**src/core/i2cs_pkg.sv**
```systemverilog
package i2cs_pkg;

  // ****************************************
  // Register field positions
  // ****************************************
  localparam int CR1_OVF = 6;
  localparam int CR1_EN = 5;
  localparam int CR1_CKP = 4;
  localparam int CR1_MODE_HI = 3;
  localparam int CR1_MODE_LO = 0;
  localparam int STAT_RW = 2;
  localparam int STAT_UA = 1;
  localparam int STAT_BF = 0;
  localparam int PFR2_PIF = 7;

  // ****************************************
  // Mode codes and address constants
  // ****************************************
  localparam logic [3:0] MODE_SLAVE7 = 4'h6;
  localparam logic [3:0] MODE_SLAVE10 = 4'h7;
  localparam logic [3:0] MODE_MASTER = 4'h8;
  localparam logic [4:0] TENBIT_PREFIX = 5'h1e;
  localparam logic [3:0] BYTE_BITS = 4'h8;
  localparam logic [7:0] BYTE_RESET = 8'h00;
  localparam int RX_DEPTH = 2;

  // ****************************************
  // Types
  // ****************************************
  typedef enum logic [2:0] {
    S_IDLE = 3'b000,
    S_RECV = 3'b001,
    S_ACK = 3'b010,
    S_HOLD = 3'b011,
    S_TX = 3'b100,
    S_TXACK = 3'b101
  } i2cs_state_t;

  // Open-drain pull-down requests for the two bus lines
  typedef struct packed {
    logic scl_low;
    logic sda_low;
  } i2cs_line_t;

  // Status bits as seen by software
  typedef struct packed {
    logic rw;
    logic ua;
    logic bf;
  } i2cs_stat_t;

endpackage : i2cs_pkg

```
**src/core/i2cs_sync.sv**
```systemverilog
`timescale 1ns/1ns
`default_nettype none

module i2cs_sync #(
  parameter int W = 1
) (
  input wire logic i_core_clk,
  input wire logic i_rst,
  input wire logic [W-1:0] i_async,
  output logic [W-1:0] o_sync
);
  import i2cs_pkg::*;

  typedef struct packed {
    logic [W-1:0] meta;
    logic [W-1:0] sync;
  } i2cs_sync_state_t;

  i2cs_sync_state_t s_reg;
  i2cs_sync_state_t s_next;

  // Two-stage synchroniser; the first stage feeds only the second
  always_comb begin
    s_next = s_reg;
    s_next.meta = i_async;
    s_next.sync = s_reg.meta;
  end

  // Idle bus level is high, so reset to ones
  always_ff @(posedge i_core_clk) begin
    if (i_rst) begin
      s_reg <= '1;
    end else begin
      s_reg <= s_next;
    end
  end

  assign o_sync = s_reg.sync;

endmodule : i2cs_sync

`default_nettype wire

```
**src/core/i2cs_rx_fifo.sv**
```systemverilog
`timescale 1ns/1ns
`default_nettype none

module i2cs_rx_fifo #(
  parameter int W = 8,
  parameter int DEPTH = 2
) (
  input wire logic i_core_clk,
  input wire logic i_rst,
  input wire logic i_valid,
  input wire logic [W-1:0] i_data,
  output logic o_ready,
  output logic o_valid,
  output logic [W-1:0] o_data,
  input wire logic i_ready
);
  import i2cs_pkg::*;

  localparam int AW = (DEPTH > 1) ? $clog2(DEPTH) : 1;
  localparam int CW = $clog2(DEPTH + 1);

  typedef struct packed {
    logic [DEPTH-1:0][W-1:0] mem;
    logic [AW-1:0] wr;
    logic [AW-1:0] rd;
    logic [CW-1:0] cnt;
    logic full;
    logic valid;
    logic [W-1:0] head;
  } i2cs_fifo_state_t;

  i2cs_fifo_state_t s_reg;
  i2cs_fifo_state_t s_next;

  // Push and pop with registered full, valid and head word
  always_comb begin
    logic push;
    logic pop;
    push = 1'b0;
    pop = 1'b0;
    s_next = s_reg;
    push = i_valid && !s_reg.full;
    pop = s_reg.valid && i_ready;
    if (push) begin
      s_next.mem[s_reg.wr] = i_data;
      s_next.wr = (s_reg.wr == AW'(DEPTH - 1)) ? '0 : s_reg.wr + 1'b1;
    end
    if (pop) begin
      s_next.rd = (s_reg.rd == AW'(DEPTH - 1)) ? '0 : s_reg.rd + 1'b1;
    end
    s_next.cnt = s_reg.cnt + CW'(push) - CW'(pop);
    s_next.full = (s_next.cnt == CW'(DEPTH));
    s_next.valid = (s_next.cnt != '0);
    s_next.head = s_next.mem[s_next.rd];
  end

  always_ff @(posedge i_core_clk) begin
    if (i_rst) begin
      s_reg <= '0;
    end else begin
      s_reg <= s_next;
    end
  end

  assign o_ready = !s_reg.full;
  assign o_valid = s_reg.valid;
  assign o_data = s_reg.head;

endmodule : i2cs_rx_fifo

`default_nettype wire

```
**src/core/i2cs_slave.sv**
```systemverilog
// Operation
// Port and lines active only while enabled
// Mode field picks 7-bit, 10-bit or master
// Software leaves pins as inputs beforehand
// Double-buffered receive, byte sets interrupt flag
// Byte before buffer read sets overflow
// Automatic acknowledge then buffer load
// No acknowledge if full or overflow set
// Full buffer: keep buffer, set both flags
// Overflow only: load buffer, no acknowledge
// Buffer read clears full; overflow by write
// Wait START, sample data on clock rise
// Compare address bits at eighth falling edge
// Load and full at 8th, flag at 9th
// 10-bit high byte pattern and register form
// 10-bit byte sets update flag, holds clock
// Software swaps address bytes in 10-bit
// Repeated START matches first byte only
// Match copies direction bit, loads address
// Software clears interrupt flag each byte
// Read match: acknowledge, hold until release
// Transmit changes data on falling edges
// Master ack latched at ninth rise
// Master waits while clock is stretched
// Reset disables port, abandons transfer
// Disable returns idle, releases both lines
`timescale 1ns/1ns
`default_nettype none

module i2cs_slave (
  input wire logic i_core_clk,
  input wire logic i_rst,
  input wire logic i_scl,
  input wire logic i_sda,
  output logic o_scl_out,
  output logic o_scl_oe,
  output logic o_sda_out,
  output logic o_sda_oe,
  input wire logic [7:0] i_wdata,
  input wire logic i_ctrl_wr,
  input wire logic i_addr_wr,
  input wire logic i_buf_wr,
  input wire logic i_buf_rd,
  input wire logic i_pif_clr,
  output logic [7:0] o_ctrl_one,
  output i2cs_pkg::i2cs_stat_t o_status,
  output logic o_pif,
  output logic [7:0] o_buf_data,
  output logic [7:0] o_own_addr,
  output logic o_rx_valid,
  output logic [7:0] o_rx_data,
  input wire logic i_rx_ready
);
  import i2cs_pkg::*;

  // ****************************************
  // Engine state
  // ****************************************
  typedef struct packed {
    i2cs_state_t st;
    logic [3:0] cnt;
    logic [7:0] sr;
    logic [7:0] buffer;
    logic [7:0] own;
    logic en;
    logic [3:0] mode;
    logic clock_release_bit, ovf, pif;
    i2cs_stat_t stat;
    i2cs_line_t line;
    logic is_addr, addr2, restart, m10, ack, upd, tx, pend;
    logic [7:0] push_data;
    logic scl_prev, sda_prev;
  } i2cs_core_t;

  localparam i2cs_core_t CORE_RESET = '{
    st: S_IDLE, cnt: 4'h0, sr: BYTE_RESET, buffer: BYTE_RESET,
    own: BYTE_RESET, en: 1'b0, mode: 4'h0, clock_release_bit: 1'b0, ovf: 1'b0,
    pif: 1'b0, stat: '0, line: '0, is_addr: 1'b0, addr2: 1'b0,
    restart: 1'b0, m10: 1'b0, ack: 1'b0, upd: 1'b0, tx: 1'b0,
    pend: 1'b0, push_data: BYTE_RESET, scl_prev: 1'b1, sda_prev: 1'b1
  };

  i2cs_core_t s_reg, s_next;
  logic scl_s, sda_s, fifo_ready;

  // ****************************************
  // Pin synchronisers and bus events
  // ****************************************
  i2cs_sync #(.W(2)) u_sync (
    .i_core_clk(i_core_clk),
    .i_rst(i_rst),
    .i_async({i_scl, i_sda}),
    .o_sync({scl_s, sda_s})
  );

  logic scl_rise, scl_fall, start_cond, stop_cond;
  logic active, mode7, mode10, eighth_fall;
  logic hi_match, hit, restart_first, release_ok;

  // Edges of the synchronised lines
  assign scl_rise = scl_s && !s_reg.scl_prev;
  assign scl_fall = !scl_s && s_reg.scl_prev;
  assign start_cond = scl_s && s_reg.scl_prev && s_reg.sda_prev && !sda_s;
  assign stop_cond = scl_s && s_reg.scl_prev && !s_reg.sda_prev && sda_s;

  // Only the two slave modes run the engine
  assign mode7 = (s_reg.mode == MODE_SLAVE7);
  assign mode10 = (s_reg.mode == MODE_SLAVE10);
  assign active = s_reg.en && (mode7 || mode10);

  // Address decision at the eighth falling edge
  assign eighth_fall = (s_reg.st == S_RECV) && scl_fall &&
    (s_reg.cnt == BYTE_BITS);
  assign hi_match = (s_reg.sr[7:1] == s_reg.own[7:1]);
  assign restart_first = s_reg.restart && s_reg.m10 && !s_reg.addr2;
  always_comb begin
    hit = 1'b0;
    if (!s_reg.is_addr) begin
      hit = 1'b1;
    end else if (mode7) begin
      hit = hi_match;
    end else if (s_reg.addr2) begin
      hit = (s_reg.sr == s_reg.own);
    end else begin
      hit = hi_match && (s_reg.sr[7:3] == TENBIT_PREFIX) &&
        (!s_reg.sr[0] || restart_first);
    end
  end

  // Stretch ends once the stream buffer has taken the byte and any waited-for software action has happened
  assign release_ok = !s_reg.pend &&
    (s_reg.upd ? !s_reg.stat.ua : (!s_reg.tx || s_reg.clock_release_bit));

  // ****************************************
  // Next-state logic
  // ****************************************
  always_comb begin
    s_next = s_reg;
    s_next.scl_prev = scl_s;
    s_next.sda_prev = sda_s;
    if (s_reg.pend && fifo_ready) begin
      s_next.pend = 1'b0;
    end

    // Software accesses; hardware sets further down win
    if (i_ctrl_wr) begin
      s_next.en = i_wdata[CR1_EN];
      s_next.clock_release_bit = i_wdata[CR1_CKP];
      s_next.mode = i_wdata[CR1_MODE_HI:CR1_MODE_LO];
      s_next.ovf = s_reg.ovf && i_wdata[CR1_OVF];
    end
    if (i_addr_wr) begin
      s_next.own = i_wdata;
      s_next.stat.ua = 1'b0;
    end
    if (i_buf_rd) begin
      s_next.stat.bf = 1'b0;
    end
    if (i_buf_wr) begin
      s_next.buffer = i_wdata;
      if (s_reg.st == S_HOLD && s_reg.tx) begin
        s_next.sr = i_wdata;
      end
    end
    if (i_pif_clr) begin
      s_next.pif = 1'b0;
    end

    // Bus engine
    if (!active || stop_cond) begin
      s_next.st = S_IDLE;
      s_next.line = '0;
      s_next.m10 = 1'b0;
    end else if (start_cond) begin
      s_next.st = S_RECV;
      s_next.cnt = 4'h0;
      s_next.is_addr = 1'b1;
      s_next.addr2 = 1'b0;
      s_next.restart = (s_reg.st != S_IDLE);
      s_next.m10 = (s_reg.st != S_IDLE) && s_reg.m10;
      s_next.line = '0;
    end else begin
      case (s_reg.st)
        S_IDLE: begin
          s_next.line = '0;
        end
        S_RECV: begin
          if (scl_rise) begin
            s_next.sr = {s_reg.sr[6:0], sda_s};
            s_next.cnt = s_reg.cnt + 4'h1;
          end
          if (eighth_fall) begin
            s_next.cnt = 4'h0;
            if (hit) begin
              s_next.ack = !s_reg.stat.bf && !s_reg.ovf;
              s_next.line.sda_low = !s_reg.stat.bf && !s_reg.ovf;
              if (s_reg.stat.bf) begin
                s_next.ovf = 1'b1;
              end else begin
                s_next.buffer = s_reg.sr;
                s_next.stat.bf = 1'b1;
                s_next.pend = 1'b1;
                s_next.push_data = s_reg.sr;
              end
              if (s_reg.is_addr) begin
                s_next.stat.rw = s_reg.sr[0];
              end
              s_next.upd = s_reg.is_addr && mode10 && !restart_first;
              s_next.tx = s_reg.is_addr && s_reg.sr[0] &&
                (mode7 || restart_first);
              if (s_reg.is_addr && s_reg.addr2) begin
                s_next.m10 = 1'b1;
              end
              s_next.st = S_ACK;
            end else begin
              s_next.st = S_IDLE;
            end
          end
        end
        S_ACK: begin
          if (scl_fall) begin
            s_next.line.sda_low = 1'b0;
            s_next.pif = 1'b1;
            s_next.is_addr = s_reg.upd && !s_reg.addr2;
            s_next.addr2 = s_reg.upd && !s_reg.addr2;
            if (!s_reg.ack) begin
              s_next.st = S_IDLE;
            end else if (s_reg.upd) begin
              s_next.stat.ua = 1'b1;
              s_next.line.scl_low = 1'b1;
              s_next.st = S_HOLD;
            end else if (s_reg.tx || s_reg.pend) begin
              s_next.clock_release_bit = s_reg.clock_release_bit && !s_reg.tx;
              s_next.line.scl_low = 1'b1;
              s_next.st = S_HOLD;
            end else begin
              s_next.st = S_RECV;
            end
          end
        end
        S_HOLD: begin
          s_next.line.scl_low = 1'b1;
          if (release_ok) begin
            s_next.line.scl_low = 1'b0;
            s_next.cnt = 4'h0;
            s_next.upd = 1'b0;
            if (s_reg.tx) begin
              s_next.line.sda_low = !s_reg.sr[7];
              s_next.st = S_TX;
            end else begin
              s_next.st = S_RECV;
            end
          end
        end
        S_TX: begin
          if (scl_fall) begin
            s_next.cnt = s_reg.cnt + 4'h1;
            if (s_reg.cnt == BYTE_BITS - 4'h1) begin
              s_next.line.sda_low = 1'b0;
              s_next.st = S_TXACK;
            end else begin
              s_next.sr = {s_reg.sr[6:0], 1'b0};
              s_next.line.sda_low = !s_reg.sr[6];
            end
          end
        end
        S_TXACK: begin
          if (scl_rise) begin
            s_next.ack = !sda_s;
            if (sda_s) begin
              s_next.st = S_IDLE;
            end
          end else if (scl_fall && s_reg.ack) begin
            s_next.pif = 1'b1;
            s_next.clock_release_bit = 1'b0;
            s_next.line.scl_low = 1'b1;
            s_next.st = S_HOLD;
          end
        end
        default: begin
          s_next.st = S_IDLE;
          s_next.line = '0;
        end
      endcase
    end
  end

  // State register; reset disables the port
  always_ff @(posedge i_core_clk) begin
    if (i_rst) begin
      s_reg <= CORE_RESET;
    end else begin
      s_reg <= s_next;
    end
  end

  // ****************************************
  // Received-byte stream buffer
  // ****************************************
  i2cs_rx_fifo #(.W(8), .DEPTH(RX_DEPTH)) u_rx_fifo (
    .i_core_clk(i_core_clk),
    .i_rst(i_rst),
    .i_valid(s_reg.pend),
    .i_data(s_reg.push_data),
    .o_ready(fifo_ready),
    .o_valid(o_rx_valid),
    .o_data(o_rx_data),
    .i_ready(i_rx_ready)
  );

  // Outputs; the driven level of an open-drain line is always low
  assign o_scl_out = 1'b0;
  assign o_sda_out = 1'b0;
  assign o_scl_oe = s_reg.line.scl_low;
  assign o_sda_oe = s_reg.line.sda_low;
  assign o_ctrl_one = {1'b0, s_reg.ovf, s_reg.en, s_reg.clock_release_bit, s_reg.mode};
  assign o_status = s_reg.stat;
  assign o_pif = s_reg.pif;
  assign o_buf_data = s_reg.buffer;
  assign o_own_addr = s_reg.own;
endmodule : i2cs_slave

`default_nettype wire

```
**config.mk**
```make
export PLATFORM = sky130hd
export DESIGN_NAME = i2cs_slave
export DESIGN_NICKNAME = d
export VERILOG_FILES = /design/src/core/i2cs_pkg.sv /design/src/core/i2cs_sync.sv /design/src/core/i2cs_rx_fifo.sv /design/src/core/i2cs_slave.sv
export SDC_FILE = /design/constraint.sdc
export NUM_CORES = 1
export LEC_CHECK = 0
export ABC_AREA = 1
export CORE_ASPECT_RATIO = 1.4
export CORE_MARGIN = 2
export CORE_UTILIZATION = 50
export CTS_CLUSTER_SIZE = 8
export DETAILED_ROUTE_END_ITERATION = 16
export DONT_BUFFER_PORTS = 1
export GPL_TIMING_DRIVEN = 0
export SYNTH_ARGS = -nofsm -noshare
export SYNTH_HDL_FRONTEND = slang
export SYNTH_SLANG_ARGS = --single-unit
export TNS_END_PERCENT = 10
```
**constraint.sdc**
```tcl
create_clock -name i_core_clk -period 3.8 [get_ports i_core_clk]
set_input_delay 0.19 -clock i_core_clk [delete_from_list [all_inputs] [get_ports i_core_clk]]
set_output_delay 0.19 -clock i_core_clk [all_outputs]
set_load 0.03 [all_outputs]
```
==> results by group <==
Run status
  – Outcome: completed

Final layout
  – Share of cells above drive strength 1: 12.9%
  – Commonest non-fill, non-tap cell in the layout: nand2_1
  – Max FFs per register: 33
  – Nets: 692
  – FF+latch area: 0.00192 sq mm
  – Filler Cell Count: 947
  – Commonest cells after routing, fill and taps aside: 128 x nand2_1, 96 x dfxtp_1, 71 x inv_1, 67 x nor2_1, 48 x o21ai_0
  – N_diodes: 0
  – Synth-to-Final Area Change: 9.84%
  – Area of the multi-input gates: 0.00223 sq mm

Floorplan
  – Die footprint: 0.0104 sq mm
  – Initial Util: 50.8%
  – Core area: 0.00941 sq mm
  – I/O pins: 59
  – Die Height: 120 microns
  – Die Width: 86.6 microns
  – Std cell rows: 42

Drt
  – Routed WL per cell: 17.1 microns
  – DRC viols: 0
  – WL final: 13.4 mm
  – DR iter-0 viols: 292
  – Via-per-instance ratio: 5.46
  – Remaining antenna violation count after routing: 0
  – Pre-antenna DRT Iters: 5
  – Via count: 4290

STA
  – Setup TNS: 0 ns
  – Period utilization: 56.7%
  – Final hold viol count: 0
  – Final WS setup: 1.64 ns
  – Max-slew violations: 0
  – RSZ-0062 raised after global routing: no
  – Slew of the pin with the lowest slew margin: 0.778 ns
  – Setup-failing EPs final: 0
  – Fin Clk Skew: 0.00706 ns
  – F_max: 464 MHz
  – Normalized max-slew margin: 48.1%
  – Min Tclk post-route: 2.16 ns

Setup path
  – Critical path fanouts, max: 6
  – Crit path cell chain: nand3_1 -> nor2_1 -> nand2_2 -> nor2_1 -> nand2_1 -> inv_1 -> nand2_1 -> o22ai_1
  – CP endpoint kind: flop
  – Crit-path slowest cell: dfxtp_1
  – CP startpoint kind: flop
  – CP arrival: 2.43 ns
  – Req. time, crit path: 4.07 ns
  – Class of the most critical setup path: flop to flop
  – Slowest cell delay on critical path: 0.38 ns

Logic synthesis
  – Post-Syn Area per Cell: 7.31 sq um
  – Synthesis Warnings: 0
  – Post-Syn Area: 0.00478 sq mm
  – Sequential share of the synthesized area: 40.2%
  – Synth top area share: 40.2%
  – Seq cells post-synth: 96
  – Synth Instances: 654
  – Synth area leaders: dfxtp_1 40%, nand2_1 10%, buf_4 5.8%
  – Post-synth top area cell: dfxtp_1
  – Cell variety after synth: 42

Pwr
  – Peak VDD IR: 0.216 mV
  – Cell Pwr Density: 412 mW/mm^2
  – Final Power: 0.00216 W
  – Leakage: 2.38 nW

Global routing
  – Largest net degree at the start of global routing: 19
  – GRT Total Usage: 26.9%
  – First-pass GRT wire length: 21.3 mm
  – Antenna violations before repair: 0
  – GRT Residual Overflow: 0
  – Vias in the first global route: 4078

Clocking
  – # clock sinks: 96
  – Buffer depth of the longest clock path: 2
  – Post-CTS Setup Inserts: 0
  – CTS buffer count: 9
  – H-tree depth: 3
  – Worst-Skew Late Latency: 0.35 ns
  – Reg clk slew, reported paths: 0.07 ns
  – Root buffer cell: clkbuf_16
  – CTS tree: built

Hold path
  – Hold Crit Class: input port to flop

Run
  – Max-Cap Viols: 0

Placed design
  – Final GP Congestion: 0.916
  – PortBufs: 0
  – Worst slack at placement: 1.66 ns
  – Detailed Place HPWL: 10.3 mm
-- critical path: cells and delay by family (launching register included) --
family / cells / cell delay (ns)
AO/OA/AOI/OAI: 1 / 0.20
buffers and inverters: 1 / 0.18
flip-flops: 1 / 0.38
AND/OR/NAND/NOR: 6 / 1.32
-- final timing paths --
check,depth (start not counted),from,end,slack [ns]
worst max-delay path,8,o_ctrl_one[1],s_reg[52],1.64
worst min-delay path,2,i_buf_rd,o_status[0],0.02
worst max register to register,8,o_ctrl_one[1],s_reg[52],1.64
worst min register to register,1,u_sync.s_next[1],u_sync.o_sync[1],0.42
-- metal layers --
metal / vias to the layer above / track usage (%) / wire, microns
met5: - / 0 / 0
met4: 0 / 11.4 / 440
met3: 32 / 4.54 / 511
met2: 114 / 44.8 / 6560
met1: 1995 / 34.0 / 5940
li1: 2149 / - / -
-- cells by family (layout without fill, tap and decap cells) --
logic type | after synthesis | in the layout | synth area share (%)
buffers and inverters | 129 | 148 | 13.3
muxes | 17 | 17 | 3.56
other | 1 | 3 | 0.0784
AOI/OAI and AO/OA | 125 | 125 | 14.3
xor gates and xnor gates | 5 | 5 | 0.916
adders and majority gates | 4 | 4 | 1.05
DFF | 96 | 96 | 40.2
and+or+nand+nor | 277 | 277 | 26.6
-- report_power, final --
part / leakage [nW] / internal, W / switching [W]
Sequential: 0.780 / 0.00104 / 0.0000289
Clock: 0.144 / 0.000477 / 0.000428
Combinational: 1.46 / 0.0000631 / 0.000131
-- Yosys cell counts --
master	n
inv_1	71
inv_2	3
buf_4	37
a21oi_1	46
ha_1	4
o41ai_1	2
conb_1	1
nand2_2	5
nand2_1	128
dfxtp_1	96
nor4_2	1
nor2_1	67
o21ai_2	1
or2_0	1
and2_1	1
o22ai_1	15
o21a_1	2
o21ai_0	48
clkbuf_1	14
nand2_4	2
buf_6	1
buf_2	3
nand3b_1	1
o211ai_1	5
nor4_1	1
a31oi_1	4
nand3b_2	1
nor2_2	2
nand4_1	17
nor3_4	1
nand3_1	23
nor3_1	12
nor2_4	1
a211oi_1	1
nor3_2	2
xor2_1	2
a32o_1	1
or2_2	7
mux2i_1	17
nand3_2	3
xnor2_1	3
nor2_8	1
-- layout make-up --
type	instances	share of cell area [%]
multi-input cells	431	42.5
flip-flops and latches	96	36.6
plain buffers	55	6.79
inverters	74	5.29
clock buffers	10	4.55
well taps	110	2.62
clock inverters	6	1.07
repair buffers	3	0.572
-- repair_timing --
item,4_1_cts,5_1_grt
hold buffers,3,0
hold endpoints to repair,4,0
resized for setup,0,0
-- per-stage QoR --
step | hold slack (ns) | cell area (sq um) | cells | utilization (%)
floorplan | 0.294 | 4790 | 656 | -
finish | 0.0238 | 5250 | 785 | 55.8
global placement | 0.299 | 4930 | 766 | 52.4
detailed placement | 0.299 | 4930 | 766 | 52.4
CTS | 0.0163 | 5250 | 785 | 55.8
global route | 0.0208 | 5250 | 785 | 55.8
(Power assumes the default switching activity.)
